===== src/gpio_ab_pkg.sv =====
// constants for the port a / port b data register block
package gpio_ab_pkg;
	localparam int port_a_width = 15;
	localparam int port_b_width = 9;
	localparam int reg_width = 16;
	localparam logic [3:0] port_a_data_addr = 4'h0;
	localparam logic [3:0] port_b_data_addr = 4'h4;
	localparam logic [15:0] port_a_reset = 16'h0000;
	localparam logic [15:0] port_b_reset = 16'h0000;
	localparam logic [31:0] unmapped_read = 32'h00000000;
	localparam logic [1:0] func_port_in = 2'h0;
	localparam logic [1:0] func_port_out = 2'h1;
	localparam logic [1:0] func_reserved = 2'h2;
	localparam logic [1:0] func_other = 2'h3;
endpackage


===== src/gpio_port_a_b_data.sv =====
// port a and port b data registers with avalon-mm slave and pin muxing
//
// Chosen here: the Avalon-MM slave port and the register offsets.
`timescale 1ns/1ps
// Function
// - port a bits 14..0 map to pins
// - port a bit 15 reads zero
// - port b bits 8..0 map to pins, 15..9 read zero
// - power-on reset clears port a data
// - power-on reset clears port b data
// - other resets and low power keep data
// - output mode reads stored bit
// - input mode reads sampled pin level
// - output mode write drives the pin
// - input mode write stores, pin undriven
// - other function reads pin, write stores only
// - select codes 00 in, 01 out, 11 other
module gpio_port_a_b_data
	import gpio_ab_pkg::*;
(
	// clock and power-on reset
	input wire logic clk_sys,
	input wire logic rst_n,
	// avalon-mm slave
	input wire logic [3:0] avs_address,
	input wire logic avs_read,
	input wire logic avs_write,
	input wire logic [31:0] avs_writedata,
	input wire logic [3:0] avs_byteenable,
	output logic [31:0] avs_readdata,
	output logic avs_waitrequest,
	// function selects from pin function controller, two bits per pin
	input wire logic [2*gpio_ab_pkg::port_a_width-1:0] port_a_function_control,
	input wire logic [2*gpio_ab_pkg::port_b_width-1:0] port_b_function_control,
	// port a pins
	input wire logic [gpio_ab_pkg::port_a_width-1:0] port_a_pin_in,
	output logic [gpio_ab_pkg::port_a_width-1:0] port_a_pin_out,
	output logic [gpio_ab_pkg::port_a_width-1:0] port_a_pin_oe_n,
	// port b pins
	input wire logic [gpio_ab_pkg::port_b_width-1:0] port_b_pin_in,
	output logic [gpio_ab_pkg::port_b_width-1:0] port_b_pin_out,
	output logic [gpio_ab_pkg::port_b_width-1:0] port_b_pin_oe_n
);
	import gpio_ab_pkg::*;

	typedef struct packed {
		logic [port_a_width-1:0] port_a_pin_data;
		logic [port_b_width-1:0] port_b_pin_data;
		logic [port_a_width-1:0] a_sync1;
		logic [port_a_width-1:0] a_sync2;
		logic [port_b_width-1:0] b_sync1;
		logic [port_b_width-1:0] b_sync2;
		logic [31:0] rdata;
		logic ack;
	} state_s;

	state_s st_r;
	state_s st_nxt;
	logic [port_a_width-1:0] a_is_out;
	logic [port_b_width-1:0] b_is_out;
	logic [port_a_width-1:0] a_view;
	logic [port_b_width-1:0] b_view;
	logic req;

	// only 01 drives; 00, 11 and reserved 10 leave the pin to others
	function automatic logic sel_is_out(input logic [1:0] sel);
		return sel == func_port_out;
	endfunction

	// per-pin read mux and drive enables for both ports
	genvar gi;
	generate
		for (gi = 0; gi < port_a_width; gi++)
		begin : g_pa
			assign a_is_out[gi] = sel_is_out(port_a_function_control[2*gi+:2]);
			// stored bit in output mode, sampled pin otherwise
			assign a_view[gi] = a_is_out[gi] ? st_r.port_a_pin_data[gi] : st_r.a_sync2[gi];
		end
		for (gi = 0; gi < port_b_width; gi++)
		begin : g_pb
			assign b_is_out[gi] = sel_is_out(port_b_function_control[2*gi+:2]);
			assign b_view[gi] = b_is_out[gi] ? st_r.port_b_pin_data[gi] : st_r.b_sync2[gi];
		end
	endgenerate

	// drive only pins in output mode; oe_n low means driving
	assign port_a_pin_out = st_r.port_a_pin_data;
	assign port_a_pin_oe_n = ~a_is_out;
	assign port_b_pin_out = st_r.port_b_pin_data;
	assign port_b_pin_oe_n = ~b_is_out;

	// answer one cycle after the request; waitrequest low on the ack cycle
	assign req = avs_read | avs_write;
	assign avs_waitrequest = req & ~st_r.ack;
	assign avs_readdata = st_r.rdata;

	// next state: sync pins, handle bus access
	always_comb
	begin
		st_nxt = st_r;
		st_nxt.a_sync1 = port_a_pin_in;
		st_nxt.a_sync2 = st_r.a_sync1;
		st_nxt.b_sync1 = port_b_pin_in;
		st_nxt.b_sync2 = st_r.b_sync1;
		st_nxt.ack = req & ~st_r.ack;
		if (req & ~st_r.ack)
		begin
			// read data captured at acceptance, held until the next request
			if (avs_address == port_a_data_addr)
			begin
				st_nxt.rdata = {17'h0, a_view};
				// reserved bits are dropped whatever software sends
				if (avs_write & avs_byteenable[0])
					st_nxt.port_a_pin_data[7:0] = avs_writedata[7:0];
				if (avs_write & avs_byteenable[1])
					st_nxt.port_a_pin_data[14:8] = avs_writedata[14:8];
			end
			else if (avs_address == port_b_data_addr)
			begin
				st_nxt.rdata = {23'h0, b_view};
				if (avs_write & avs_byteenable[0])
					st_nxt.port_b_pin_data[7:0] = avs_writedata[7:0];
				if (avs_write & avs_byteenable[1])
					st_nxt.port_b_pin_data[8] = avs_writedata[8];
			end
			else
			begin
				st_nxt.rdata = unmapped_read;
			end
		end
	end

	// rst_n is the power-on reset; no other reset or low-power state touches data
	always_ff @(posedge clk_sys or negedge rst_n)
	begin
		if (!rst_n)
		begin
			st_r <= '0;
			st_r.port_a_pin_data <= port_a_reset[port_a_width-1:0];
			st_r.port_b_pin_data <= port_b_reset[port_b_width-1:0];
		end
		else
		begin
			st_r <= st_nxt;
		end
	end

	// bus timing: exactly one wait cycle, never stalled while idle
	bus_answer_a: assert property (@(posedge clk_sys) disable iff (!rst_n)
		$rose(req) |-> avs_waitrequest ##1 !avs_waitrequest)
		else $error("bus not answered in two cycles");

	idle_no_wait_a: assert property (@(posedge clk_sys) disable iff (!rst_n)
		!req |-> !avs_waitrequest)
		else $error("waitrequest high while idle");

	one_wait_a: assert property (@(posedge clk_sys) disable iff (!rst_n)
		(req && avs_waitrequest)
		|=> (!avs_waitrequest || !req))
		else $error("more than one wait cycle");

	rdata_hold_a: assert property (@(posedge clk_sys) disable iff (!rst_n)
		!(req && avs_waitrequest)
		|=> $stable(avs_readdata))
		else $error("read data moved without an access");

	unmapped_zero_a: assert property (@(posedge clk_sys) disable iff (!rst_n)
		(avs_read && avs_waitrequest && avs_address != port_a_data_addr
		&& avs_address != port_b_data_addr) |=> avs_readdata == unmapped_read)
		else $error("unmapped read not zero");

	// reserved bits never reach the read data
	a_reserved_zero_a: assert property (@(posedge clk_sys) disable iff (!rst_n)
		avs_readdata[31:15] == 17'h0)
		else $error("port a reserved read bits nonzero");

	b_reserved_zero_a: assert property (@(posedge clk_sys) disable iff (!rst_n)
		(avs_read && !avs_waitrequest && $past(avs_address) == port_b_data_addr)
		|-> avs_readdata[31:9] == 23'h0)
		else $error("port b reserved read bits nonzero");

	b_upper_zero_a: assert property (@(posedge clk_sys) disable iff (!rst_n)
		(avs_read && avs_waitrequest && avs_address == port_b_data_addr)
		|=> avs_readdata[31:9] == 23'h0)
		else $error("port b upper read bits nonzero");

	// read mux per mode, in and out checked on the lowest and highest pin of each port, 10 and 11 on pin 0 only
	a_out_read_a: assert property (@(posedge clk_sys) disable iff (!rst_n)
		(avs_read && avs_waitrequest && avs_address == port_a_data_addr
		&& a_is_out[0]) |=> avs_readdata[0] == $past(st_r.port_a_pin_data[0]))
		else $error("output mode read not stored bit");

	a_in_read_a: assert property (@(posedge clk_sys) disable iff (!rst_n)
		(avs_read && avs_waitrequest && avs_address == port_a_data_addr
		&& !a_is_out[0]) |=> avs_readdata[0] == $past(st_r.a_sync2[0]))
		else $error("input mode read not pin level");

	a_top_out_read_a: assert property (@(posedge clk_sys) disable iff (!rst_n)
		(avs_read && avs_waitrequest && avs_address == port_a_data_addr
		&& a_is_out[14]) |=> avs_readdata[14] == $past(st_r.port_a_pin_data[14]))
		else $error("port a top bit read not stored bit");

	a_top_in_read_a: assert property (@(posedge clk_sys) disable iff (!rst_n)
		(avs_read && avs_waitrequest && avs_address == port_a_data_addr
		&& !a_is_out[14]) |=> avs_readdata[14] == $past(st_r.a_sync2[14]))
		else $error("port a top bit read not pin level");

	b_out_read_a: assert property (@(posedge clk_sys) disable iff (!rst_n)
		(avs_read && avs_waitrequest && avs_address == port_b_data_addr
		&& b_is_out[0]) |=> avs_readdata[0] == $past(st_r.port_b_pin_data[0]))
		else $error("port b output read not stored bit");

	b_in_read_a: assert property (@(posedge clk_sys) disable iff (!rst_n)
		(avs_read && avs_waitrequest && avs_address == port_b_data_addr
		&& !b_is_out[0]) |=> avs_readdata[0] == $past(st_r.b_sync2[0]))
		else $error("port b input read not pin level");

	b_top_out_read_a: assert property (@(posedge clk_sys) disable iff (!rst_n)
		(avs_read && avs_waitrequest && avs_address == port_b_data_addr
		&& b_is_out[8]) |=> avs_readdata[8] == $past(st_r.port_b_pin_data[8]))
		else $error("port b top bit read not stored bit");

	b_top_in_read_a: assert property (@(posedge clk_sys) disable iff (!rst_n)
		(avs_read && avs_waitrequest && avs_address == port_b_data_addr
		&& !b_is_out[8]) |=> avs_readdata[8] == $past(st_r.b_sync2[8]))
		else $error("port b top bit read not pin level");

	a_other_read_a: assert property (@(posedge clk_sys) disable iff (!rst_n)
		(avs_read && avs_waitrequest && avs_address == port_a_data_addr
		&& port_a_function_control[1:0] == func_other)
		|=> avs_readdata[0] == $past(st_r.a_sync2[0]))
		else $error("port a other function read not pin level");

	b_other_read_a: assert property (@(posedge clk_sys) disable iff (!rst_n)
		(avs_read && avs_waitrequest && avs_address == port_b_data_addr
		&& port_b_function_control[1:0] == func_other)
		|=> avs_readdata[0] == $past(st_r.b_sync2[0]))
		else $error("port b other function read not pin level");

	a_rsvd_read_a: assert property (@(posedge clk_sys) disable iff (!rst_n)
		(avs_read && avs_waitrequest && avs_address == port_a_data_addr
		&& port_a_function_control[1:0] == func_reserved)
		|=> avs_readdata[0] == $past(st_r.a_sync2[0]))
		else $error("port a reserved code read not pin level");

	b_rsvd_read_a: assert property (@(posedge clk_sys) disable iff (!rst_n)
		(avs_read && avs_waitrequest && avs_address == port_b_data_addr
		&& port_b_function_control[1:0] == func_reserved)
		|=> avs_readdata[0] == $past(st_r.b_sync2[0]))
		else $error("port b reserved code read not pin level");

	// stores: every accepted write lands, nothing else moves the data
	a_write_store_a: assert property (@(posedge clk_sys) disable iff (!rst_n)
		(avs_write && !avs_waitrequest && avs_address == port_a_data_addr
		&& avs_byteenable == 4'hF)
		|=> st_r.port_a_pin_data == $past(avs_writedata[14:0]))
		else $error("port a write not stored");

	b_write_store_a: assert property (@(posedge clk_sys) disable iff (!rst_n)
		(avs_write && !avs_waitrequest && avs_address == port_b_data_addr
		&& avs_byteenable == 4'hF)
		|=> st_r.port_b_pin_data == $past(avs_writedata[8:0]))
		else $error("port b write not stored");

	a_top_write_a: assert property (@(posedge clk_sys) disable iff (!rst_n)
		(avs_write && avs_waitrequest && avs_address == port_a_data_addr
		&& avs_byteenable[1]) |=> st_r.port_a_pin_data[14] == $past(avs_writedata[14]))
		else $error("port a top bit not written");

	b_top_write_a: assert property (@(posedge clk_sys) disable iff (!rst_n)
		(avs_write && avs_waitrequest && avs_address == port_b_data_addr
		&& avs_byteenable[1]) |=> st_r.port_b_pin_data[8] == $past(avs_writedata[8]))
		else $error("port b top bit not written");

	a_in_write_a: assert property (@(posedge clk_sys) disable iff (!rst_n)
		(avs_write && avs_waitrequest && avs_address == port_a_data_addr
		&& avs_byteenable[0] && !a_is_out[0])
		|=> (st_r.port_a_pin_data[0] == $past(avs_writedata[0]) && port_a_pin_oe_n[0]))
		else $error("port a input mode write drove or missed");

	b_in_write_a: assert property (@(posedge clk_sys) disable iff (!rst_n)
		(avs_write && avs_waitrequest && avs_address == port_b_data_addr
		&& avs_byteenable[0] && !b_is_out[0])
		|=> (st_r.port_b_pin_data[0] == $past(avs_writedata[0]) && port_b_pin_oe_n[0]))
		else $error("port b input mode write drove or missed");

	a_hold_a: assert property (@(posedge clk_sys) disable iff (!rst_n)
		!(avs_write && avs_waitrequest && avs_address == port_a_data_addr)
		|=> $stable(st_r.port_a_pin_data))
		else $error("port a data moved without a write");

	b_hold_a: assert property (@(posedge clk_sys) disable iff (!rst_n)
		!(avs_write && avs_waitrequest && avs_address == port_b_data_addr)
		|=> $stable(st_r.port_b_pin_data))
		else $error("port b data moved without a write");

	// pin drive per mode: only the output code enables a driver
	a_drive_out_a: assert property (@(posedge clk_sys) disable iff (!rst_n)
		(port_a_function_control[1:0] == func_port_out)
		|-> (!port_a_pin_oe_n[0] && port_a_pin_out[0] == st_r.port_a_pin_data[0]))
		else $error("output pin not driven from data");

	a_top_drive_a: assert property (@(posedge clk_sys) disable iff (!rst_n)
		(port_a_function_control[29:28] == func_port_out)
		|-> (!port_a_pin_oe_n[14] && port_a_pin_out[14] == st_r.port_a_pin_data[14]))
		else $error("port a top pin not driven from data");

	b_drive_out_a: assert property (@(posedge clk_sys) disable iff (!rst_n)
		(port_b_function_control[1:0] == func_port_out)
		|-> (!port_b_pin_oe_n[0] && port_b_pin_out[0] == st_r.port_b_pin_data[0]))
		else $error("port b output pin not driven from data");

	b_top_drive_a: assert property (@(posedge clk_sys) disable iff (!rst_n)
		(port_b_function_control[17:16] == func_port_out)
		|-> (!port_b_pin_oe_n[8] && port_b_pin_out[8] == st_r.port_b_pin_data[8]))
		else $error("port b top pin not driven from data");

	b_no_drive_a: assert property (@(posedge clk_sys) disable iff (!rst_n)
		(port_b_function_control[1:0] != func_port_out)
		|-> port_b_pin_oe_n[0])
		else $error("non output pin driven");

	a_no_drive_a: assert property (@(posedge clk_sys) disable iff (!rst_n)
		(port_a_function_control[1:0] == func_port_in)
		|-> port_a_pin_oe_n[0])
		else $error("port a input pin driven");

	a_other_float_a: assert property (@(posedge clk_sys) disable iff (!rst_n)
		(port_a_function_control[1:0] == func_other)
		|-> port_a_pin_oe_n[0])
		else $error("port a other function pin driven");

	a_rsvd_float_a: assert property (@(posedge clk_sys) disable iff (!rst_n)
		(port_a_function_control[1:0] == func_reserved)
		|-> port_a_pin_oe_n[0])
		else $error("port a reserved code pin driven");

	// power-on clear holds through reset; synchronisers shift one step per clock
	a_por_clear_a: assert property (@(posedge clk_sys)
		!rst_n |-> st_r.port_a_pin_data == port_a_reset[port_a_width-1:0])
		else $error("port a data not cleared in reset");

	b_por_clear_a: assert property (@(posedge clk_sys)
		!rst_n |-> st_r.port_b_pin_data == port_b_reset[port_b_width-1:0])
		else $error("port b data not cleared in reset");

	a_sync_chain_a: assert property (@(posedge clk_sys) disable iff (!rst_n)
		1'b1 |=> st_r.a_sync2 == $past(st_r.a_sync1))
		else $error("port a synchroniser skipped a stage");

	b_sync_chain_a: assert property (@(posedge clk_sys) disable iff (!rst_n)
		1'b1 |=> st_r.b_sync2 == $past(st_r.b_sync1))
		else $error("port b synchroniser skipped a stage");

endmodule // gpio_port_a_b_data


===== config.mk =====
export PLATFORM = sky130hd
export DESIGN_NAME = gpio_port_a_b_data
export DESIGN_NICKNAME = d
export VERILOG_FILES = /design/src/gpio_ab_pkg.sv /design/src/gpio_port_a_b_data.sv
export SDC_FILE = /design/constraint.sdc
export NUM_CORES = 1
export LEC_CHECK = 0
export CORE_ASPECT_RATIO = 1.2
export CORE_MARGIN = 4
export CORE_UTILIZATION = 54
export CTS_BUF_LIST = sky130_fd_sc_hd__clkbuf_8 sky130_fd_sc_hd__clkbuf_16
export DETAILED_ROUTE_END_ITERATION = 12
export DONT_BUFFER_PORTS = 1
export GPL_TIMING_DRIVEN = 0
export PLACE_DENSITY = 0.69
export REMOVE_ABC_BUFFERS = 1
export SLEW_MARGIN = 10
export SYNTH_ARGS = -nofsm -noshare
export SYNTH_HDL_FRONTEND = slang
export SYNTH_SLANG_ARGS = --single-unit

===== constraint.sdc =====
create_clock -name clk_sys -period 1.6 [get_ports clk_sys]
set_input_delay 0.08 -clock clk_sys [delete_from_list [all_inputs] [get_ports clk_sys]]
set_output_delay 0.08 -clock clk_sys [all_outputs]
set_load 0.02 [all_outputs]

; After elaboration in Yosys (flattened, before gate mapping)
; Cells that the tools add are included.
[classes]
n_bitwise = 8
n_mux = 26
eq_ne = 25
n_reduce_logical = 5
[op_table]
columns = cell, count
row1 = $eq 2x1->1 const B, 24
row2 = $mux 1, 24
row3 = $mux 15, 1
row4 = $not 15->15, 1
row5 = $mux 9, 1
row6 = $not 9->9, 1
row7 = $reduce_and 4->1, 2
row8 = $reduce_and 3->1, 2
row9 = $eq 4x3->1 const B, 1
row10 = $logic_not 4->1, 1
row11 = $and 1x1->1, 3
row12 = $not 1->1, 2
row13 = $or 1x1->1, 1
[totals]
reg_bits = 105

; Depth between registers and ports, before layout
; Gate-level depths: netlist (run 1).
[logic_depth]
ltp_word = 4
mapped_depth = 5

; Worst setup path after synthesis (run 1)
; OpenSTA, ideal clock, no wires.
[synth_timing]
path_kind = flip-flop to flip-flop
from = register st_r[0] (netlist bit)
to = register st_r, in the netlist port_a_pin_out[0]
t_required_ns = 1.475
path_buffers = 0
setup_slack_ns = 0.227
arrival_time_ns = 1.248
stages_incl_launch_ff = 4
period_less_slack_ns = 1.373
cell_sequence = dfrtp_1 nor4_4 nand4_2 mux2_2
[synth_between]
elab_chain_cells = 3
[synth_lines]
columns = element, line
row1 = from (decl), gpio_port_a_b_data.sv:57  ; state_s st_r;
row2 = from (signal assigned), gpio_port_a_b_data.sv:144  ; st_r <= st_nxt;
row3 = $not 1->1, gpio_port_a_b_data.sv:106  ; if (req & ~st_r.ack)
row4 = $and 1x1->1, gpio_port_a_b_data.sv:106
row5 = $reduce_and 3->1 (no source line), --
; No other way between the ends.
; A chain may end at the register's enable or synchronous reset.

; Final worst setup path (run 1)
[layout_timing]
from = register st_r[0] (netlist bit)
to = register st_r, in the netlist port_a_pin_out[7]
; The elaborated chain is that of the path after synthesis.

==> summary.md, run 1 <==
| Metric | Value |
|---|---|
| Final hold vios | 88 |
| Setup violators final | 0 |
| Drt pass-1 iters | 4 |
| DRT antenna net count | 0 |
| CP Buf/Inv Count | 1 |
| Most frequent cells in the layout | dfrtp_1, dlygate4sd3_1, nand2b_1, mux2_2 |
| Worst slew pin tran | 0.6294 ns |
| ANT cells | 0 |
| Grt total ovfl | 0 |
| Worst-path cell chain | nor4_4, buf_4, nand4_4, mux2_2 |
| CP Max Fanout | 8 |
| CTS Buf Count | 9 |
| Worst-path cell with the longest stage delay | dfrtp_1 |
| Tcrit/Tclk final | 99.33% |
| Sequential area share after synthesis | 60.15% |
| CP max stage delay | 0.41 ns |
| CP delay by family, top | simple AND/OR/NAND/NOR gates |
| RSZ-0062 raised after global routing | true |
| Peak supply drop | 871.1 uV |
| Die Span X | 83.17 microns |
| Worst EP required | 1.83 ns |
| Smallest hold slack | -0.5806 ns |
| Final Net Count | 407 |
| Synth cell types | 19 |
| Clock transition at the registers of the reported paths | 0.08 ns |
| Power, Total | 4.925 mW |
| Root buf cell | clkbuf_8 |
| Clock sinks | 88 |
| Pwr/cell area | 1196 mW/mm^2 |
| Vias in the first global route | 2236 |
| Top cells by area, synth | dfrtp_1, buf_4, mux2_2 |
| Effective utilization at floorplan | 56.10% |
| Failing checks | negative hold slack |
| Synthesis Warnings | 0 |
| Area grow syn2layout | 12.47% |
| Iter 0 DRT Violations | 53 |
| Routed len/inst | 19.59 microns |
| Initial antenna violation count | 0 |
| Outcome | finished, violations left |
| H-tree levels | 3 |
| Layout Utilization | 63.09% |
| Final instance area | 0.004118 sq mm |
| Share of cells above drive strength 1 | 16.22% |
| Top Ports | 197 |
| Startpoint types | register |
| Leading area contributor after synthesis | dfrtp_1 |
| HP Class | in -> async |
| Crit Path Category | reg -> reg |
| Die height | 98.20 microns |
| Routability cong. | 0.7231 |
| Clk buf depth | 2 |
| Max_cap viols | 0 |
| Fmax | 629.2 MHz |
| Synth top area share | 60.15% |
| Total GRT Usage | 18.27% |
| Vias/cell | 5.336 |
| Synth Cell Area | 0.003661 sq mm |
| Via Count | 2033 |
| Mapped Cells | 279 |
| Commonest non-fill, non-tap cell in the layout | dfrtp_1 |
| Leak | 1.932 nW |
| Hold buffer count at cts | 42 |
| Largest net degree at the start of global routing | 89 |
| Seq cells post-synth | 88 |
| Row cnt | 32 |
| CTS tree | done |
| Worst setup EP type | register |
| Pins over their slew limit | 0 |
| Placed inst area | 0.003407 sq mm |
| Post-detail-place hpwl | 5127 microns |
| First-pass GRT wire length | 11480 microns |
| Die area | 0.008166 sq mm |
| Residual DRC | 0 |
| Core Box Area | 0.006526 sq mm |
| Clk Latency, worst-skew pair | 0.34 ns |
| Worst EP arrival | 1.82 ns |
| Minimum clock period | 1.589 ns |
| IO Port Bufs | 0 |
| Post-Syn Area per Cell | 13.12 sq um |
| Slew headroom | 57.99% |
| Clk_skew | 0.006948 ns |
| Final wirelength | 7464 microns |
| # fillers | 499 |
stage by stage:
stage / TNS (ns) / hold WS (ns) / std cells / setup WS, ns
floorplan: 0 / -0.2156 / 235 / 0.2264
global placement: -2.339 / -0.2138 / 320 / -0.4007
detailed placement: -1.657 / -0.2137 / 321 / -0.08434
CTS: -2.651 / -0.5991 / 379 / -0.1276
global route: -0.4482 / -0.6119 / 381 / -0.04260
finish: 0 / -0.5806 / 381 / 0.01065
final timing paths:
check                           depth (start not counted)            startpoint  slack (ns)                             to
max in group asynchronous                               0                 rst_n        2.04    avs_readdata[0]$_DFFE_PN0N_
min in group clk_sys                                    2        avs_address[2]        0.03    avs_readdata[8]$_DFFE_PN0N_
worst min register to register                          0  st_nxt[53]$_DFF_PN0_        0.35             st_r[53]$_DFF_PN0_
worst max register to register                          4     st_r[0]$_DFF_PN0_        0.01  port_a_pin_out[7]$_DFFE_PN0P_
worst max-delay path                                    4     st_r[0]$_DFF_PN0_        0.01  port_a_pin_out[7]$_DFFE_PN0P_
worst min-delay path                                    0                 rst_n       -0.58    avs_readdata[9]$_DFFE_PN0N_
per-layer routing:
metal  vias to the layer above  routed length (microns)  global-route usage [%]
met1                      1003                     2774                   19.90
li1                        922                        -                       -
met4                         0                      116                   7.547
met5                         -                        0                       0
met3                        10                      641                   6.160
met2                        98                     3932                   32.47
where the power goes:
group	internal, mW	leakage (nW)	switching [mW]	total, mW
combinational	0.217	0.710	0.215	0.433
clock	1.07	0.128	0.744	1.82
sequential	2.40	1.10	0.273	2.67
worst register-to-register path: cells and delay by family, from the launching register on:
kind,cells,cell delay (ns)
and+or+nand+nor,2,0.48
DFF,1,0.41
muxes,1,0.37
buffers and inverters,1,0.22
cell usage after synthesis:
master,count
and3b_1,18
buf_4,56
mux2_2,24
nand2_1,15
nor4_4,1
inv_1,2
o211ai_1,1
conb_1,1
nand4_1,1
dfrtp_1,88
mux2i_1,6
a211oi_1,18
o21bai_1,1
o21ai_0,6
o31ai_1,9
o21ai_1,1
nand2b_1,24
nand4_2,3
clkbuf_1,4
area by class of cell:
type | instances | area, sq um | share of cell area [%]
flip-flops and latches | 88 | 2202 | 53.48
multi-input cells | 145 | 1110 | 26.95
repair buffers | 45 | 446.7 | 10.85
clock buffers | 10 | 137.6 | 3.342
clock inverters | 6 | 107.6 | 2.613
well taps | 85 | 106.4 | 2.583
inverters | 2 | 7.507 | 0.1823
flip-flops by register name (all words and copies together) (netlist names):
signal	flops
avs_readdata	15
port_a_pin_out	15
st_r	25
port_b_pin_out	9
st_nxt	24
cell families after synthesis:
| group | Yosys count | share of synthesized area [%] |
|---|---|---|
| AO/OA/AOI/OAI | 36 | 6.904 |
| multiplexers | 30 | 9.023 |
| buffers and inverters | 62 | 12.10 |
| other | 1 | 0.1024 |
| AND/OR/NAND/NOR | 62 | 11.72 |
| flip-flops | 88 | 60.15 |
what timing repair did:
action / 4_1_cts / 5_1_grt
resized for setup: 0 / 4
buffers inserted: 0 / 2
endpoints found under the hold margin: 144 / 88
endpoints found under the setup margin: 32 / 32
pin swaps: 0 / 2
No activity file was read; power rests on OpenSTA's default activity.
==> run 2: changes to the inputs <==
--- a/config.mk
+++ b/config.mk
@@ -12,9 +12,8 @@
 export DETAILED_ROUTE_END_ITERATION = 12
 export DONT_BUFFER_PORTS = 1
 export GPL_TIMING_DRIVEN = 0
-export PLACE_DENSITY = 0.69
+export PLACE_DENSITY = 0.7
 export REMOVE_ABC_BUFFERS = 1
-export SLEW_MARGIN = 10
 export SYNTH_ARGS = -nofsm -noshare
 export SYNTH_HDL_FRONTEND = slang
 export SYNTH_SLANG_ARGS = --single-unit
==> constraint.sdc (replaced) <==
create_clock -name clk_sys -period 1.6 [get_ports clk_sys]
set_input_delay 0.16 -clock clk_sys [delete_from_list [all_inputs] [get_ports clk_sys]]
set_output_delay 0.16 -clock clk_sys [all_outputs]
set_load 0.02 [all_outputs]
==> summary.md, run 2 (synthesis results as in run 1) <==
| Metric | Value |
|---|---|
| Outcome | finished, violations left |
| Failing checks | negative hold slack, negative setup slack |
| Grt total ovfl | 0 (unchanged) |
| CP max stage delay | 0.42 ns (about the same) |
| Most frequent cells in the layout | dfrtp_1, dlygate4sd3_1, nand2b_1 |
| CTS tree | done |
| Worst EP arrival | 1.84 ns (+0.02 ns) |
| Core Box Area | 0.006526 sq mm (unchanged) |
| # fillers | 516 (+3.4%) |
| CP delay by family, top | simple AND/OR/NAND/NOR gates |
| Smallest hold slack | -0.5104 ns (+0.07016 ns) |
| Iter 0 DRT Violations | 48 (-9.4%) |
| Routability cong. | 0.7326 (+1.3%) |
| Die height | 98.20 microns (unchanged) |
| Met1 WL | 2645 microns (-4.7%) |
| Via Count | 2100 (+3.3%) |
| Row cnt | 32 (unchanged) |
| Worst slew pin tran | 0.6068 ns (-0.02263 ns) |
| Clock power frac | 34.0% (-2.9 points) |
| Internal power | 3.436 mW (-6.9%) |
| Hold buffer count at cts | 39 (-7.1%) |
| Setup ws final | -0.008879 ns (-0.01953 ns) |
| Uppermost layer routed | met4 |
| Commonest non-fill, non-tap cell in the layout | dfrtp_1 |
| Clk Latency, worst-skew pair | 0.35 ns (about the same) |
| Clk_skew | 0.009897 ns (+0.002949 ns) |
| CTS Buf Count | 9 (unchanged) |
| Effective utilization at floorplan | 56.10% (unchanged) |
| RR Startpoint | st_r[0]$_DFF_PN0_ |
| Gate power share | 9.1% (+0.3 points) |
| Clock sinks | 88 (unchanged) |
| Tcrit/Tclk final | 100.6% (+1.2 points) |
| Peak supply drop | 757.7 uV (-13%) |
| Max reg flops | 25 (unchanged) |
| Reg-to-reg critical path endpoint | port_a_pin_out[4]$_DFFE_PN0P_ |
| Largest net degree at the start of global routing | 89 (unchanged) |
| Residual DRC | 0 (unchanged) |
| Initial antenna violation count | 0 (unchanged) |
| Clock transition at the registers of the reported paths | 0.09 ns (about the same) |
| Worst reg2reg path depth | 5 (+1) |
| IO Port Bufs | 0 (unchanged) |
| Fmax | 621.6 MHz (-1.2%) |
| Drt pass-1 iters | 4 (unchanged) |
| RSZ-0062 raised after global routing | true |
| Vias in the first global route | 2279 (+1.9%) |
| HP Class | in -> async |
| Setup violators final | 1 (+1) |
| Worst-path cell with the longest stage delay | dfrtp_1 |
| Final instance area | 0.004079 sq mm (-0.94%) |
| Final Net Count | 405 (-0.49%) |
| DR WL met3 | 805 microns (+26%) |
| Worst EP required | 1.83 ns (about the same) |
| Psw | 1.272 mW (+3.2%) |
| Leak | 1.910 nW (-1.2%) |
| Final wirelength | 7779 microns (+4.2%) |
| Reg2reg setup slack | -0.009 ns (-0.02 ns) |
| Pwr/cell area | 1154 mW/mm^2 (-3.5%) |
| Minimum clock period | 1.609 ns (+0.01953 ns) |
| Startpoint types | register |
| Final hold vios | 88 (unchanged) |
| Seq pwr share | 56.9% (+2.6 points) |
| Top Ports | 197 (unchanged) |
| Area grow syn2layout | 11.41% |
| DRT antenna net count | 0 (unchanged) |
| Die Span X | 83.17 microns (unchanged) |
| Worst setup EP type | register |
| Sw frac | 27.01% (+2.0 points) |
| Vias/cell | 5.541 (+3.8%) |
| Pins over their slew limit | 0 (unchanged) |
| CP Buf/Inv Count | 2 (+1) |
| Share of cells above drive strength 1 | 17.35% (+1.1 points) |
| Worst-path cell chain | nor4_4, buf_4, buf_6, nand4_4, mux2_4 |
| Post-detail-place hpwl | 5301 microns (+3.4%) |
| Post-Layout Cell Count | 379 (-0.52%) |
| Placed inst area | 0.003396 sq mm (-0.33%) |
| Max_cap viols | 0 (unchanged) |
| ANT cells | 0 (unchanged) |
| Placed Cells | 320 (-0.31%) |
| H-tree levels | 3 (unchanged) |
| CP Max Fanout | 8 (unchanged) |
| Routed len/inst | 20.53 microns (+4.8%) |
| Clk buf depth | 2 (unchanged) |
| First-pass GRT wire length | 11870 microns (+3.4%) |
| Layout Utilization | 62.50% (-0.59 points) |
| Die area | 0.008166 sq mm (unchanged) |
| Largest Register | st_r |
| Root buf cell | clkbuf_8 |
| Met2 routed WL | 4181 microns (+6.3%) |
| Crit Path Category | reg -> reg |
| Sum Neg Setup Slack | -0.008879 ns (-0.008879 ns) |
| Total GRT Usage | 19.08% (+0.81 points) |
| Slew headroom | 59.51% (+1.5 points) |
-- run 2: cell types whose count changed in the layout (fill, tap and decap cells not counted), sizes merged --
cell and delta:
clkinvlp +2, inv +1, dlygate4sd3 -3, buf +1, bufinv -2, clkbuf +1
clkinv -2
-- run 2: worst reg2reg max path, delay by kind of cell, from the launching register on --
kind | cells | cell delay [ns]
flops | 1 | 0.42
buf+inv | 2 | 0.25
mux | 1 | 0.39
simple gates | 2 | 0.43
-- run 2: worst max-delay path by stage --
stage | endpoint | slack [ns] | cells after the start | start
floorplan | port_a_pin_out[0]$_DFFE_PN0P_ | 0.23 | 3 | st_r[0]$_DFF_PN0_
global placement | st_r[0]$_DFF_PN0_ | -0.51 | 2 | avs_write
detailed placement | avs_readdata[2]$_DFFE_PN0N_ | -0.07 | 3 | st_r[0]$_DFF_PN0_
CTS | avs_readdata[5]$_DFFE_PN0N_ | -0.09 | 3 | st_r[0]$_DFF_PN0_
global route | port_a_pin_out[4]$_DFFE_PN0P_ | -0.06 | 5 | st_r[0]$_DFF_PN0_
finish | port_a_pin_out[4]$_DFFE_PN0P_ | -0.009 | 5 | st_r[0]$_DFF_PN0_
-- run 2: cell type report --
cell class                      count  area [sq um]  area share [%]
Sequential cell                    88          2202           53.99
Multi-Input combinational cell    145          1125           27.58
Timing Repair Buffer               43         424.2           10.40
Clock buffer                       11         151.4           3.712
Tap cell                           85         106.4           2.607
Clock inverter                      5         62.56           1.534
Inverter                            2         7.507          0.1840
-- run 2: layer usage --
metal	up-vias	global-route usage, %
li1	910	-
met2	110	33.21
met3	13	9.451
met5	-	0
met1	1067	19.72
met4	0	7.170
-- run 2: metrics by stage --
step           power, mW  worst slack [ns]
2_1_floorplan      2.961            0.2264
3_3_place_gp       3.040           -0.5125
3_5_place_dp       3.060          -0.07454
4_1_cts            4.746          -0.09044
5_1_grt            4.921          -0.05909
6_report           4.708         -0.008879
-- run 2: repair_timing --
action / 4_1_cts / 5_1_grt
pin swaps: 0 / 3
setup buffers: 0 / 4
hold endpoints to repair: 136 / 88
endpoints found under the setup margin: 28 / 33
cloned: 0 / 0
resized for setup: 1 / 8
-- run 2: power by group through the flow --
stage,logic (mW),registers (mW),clock network [mW]
final,0.428,2.68,1.60
after detailed placement,0.331,2.73,0
after CTS,0.412,2.68,1.65
after floorplan,0.286,2.68,0
after global routing,0.466,2.70,1.75
after global placement,0.320,2.72,0
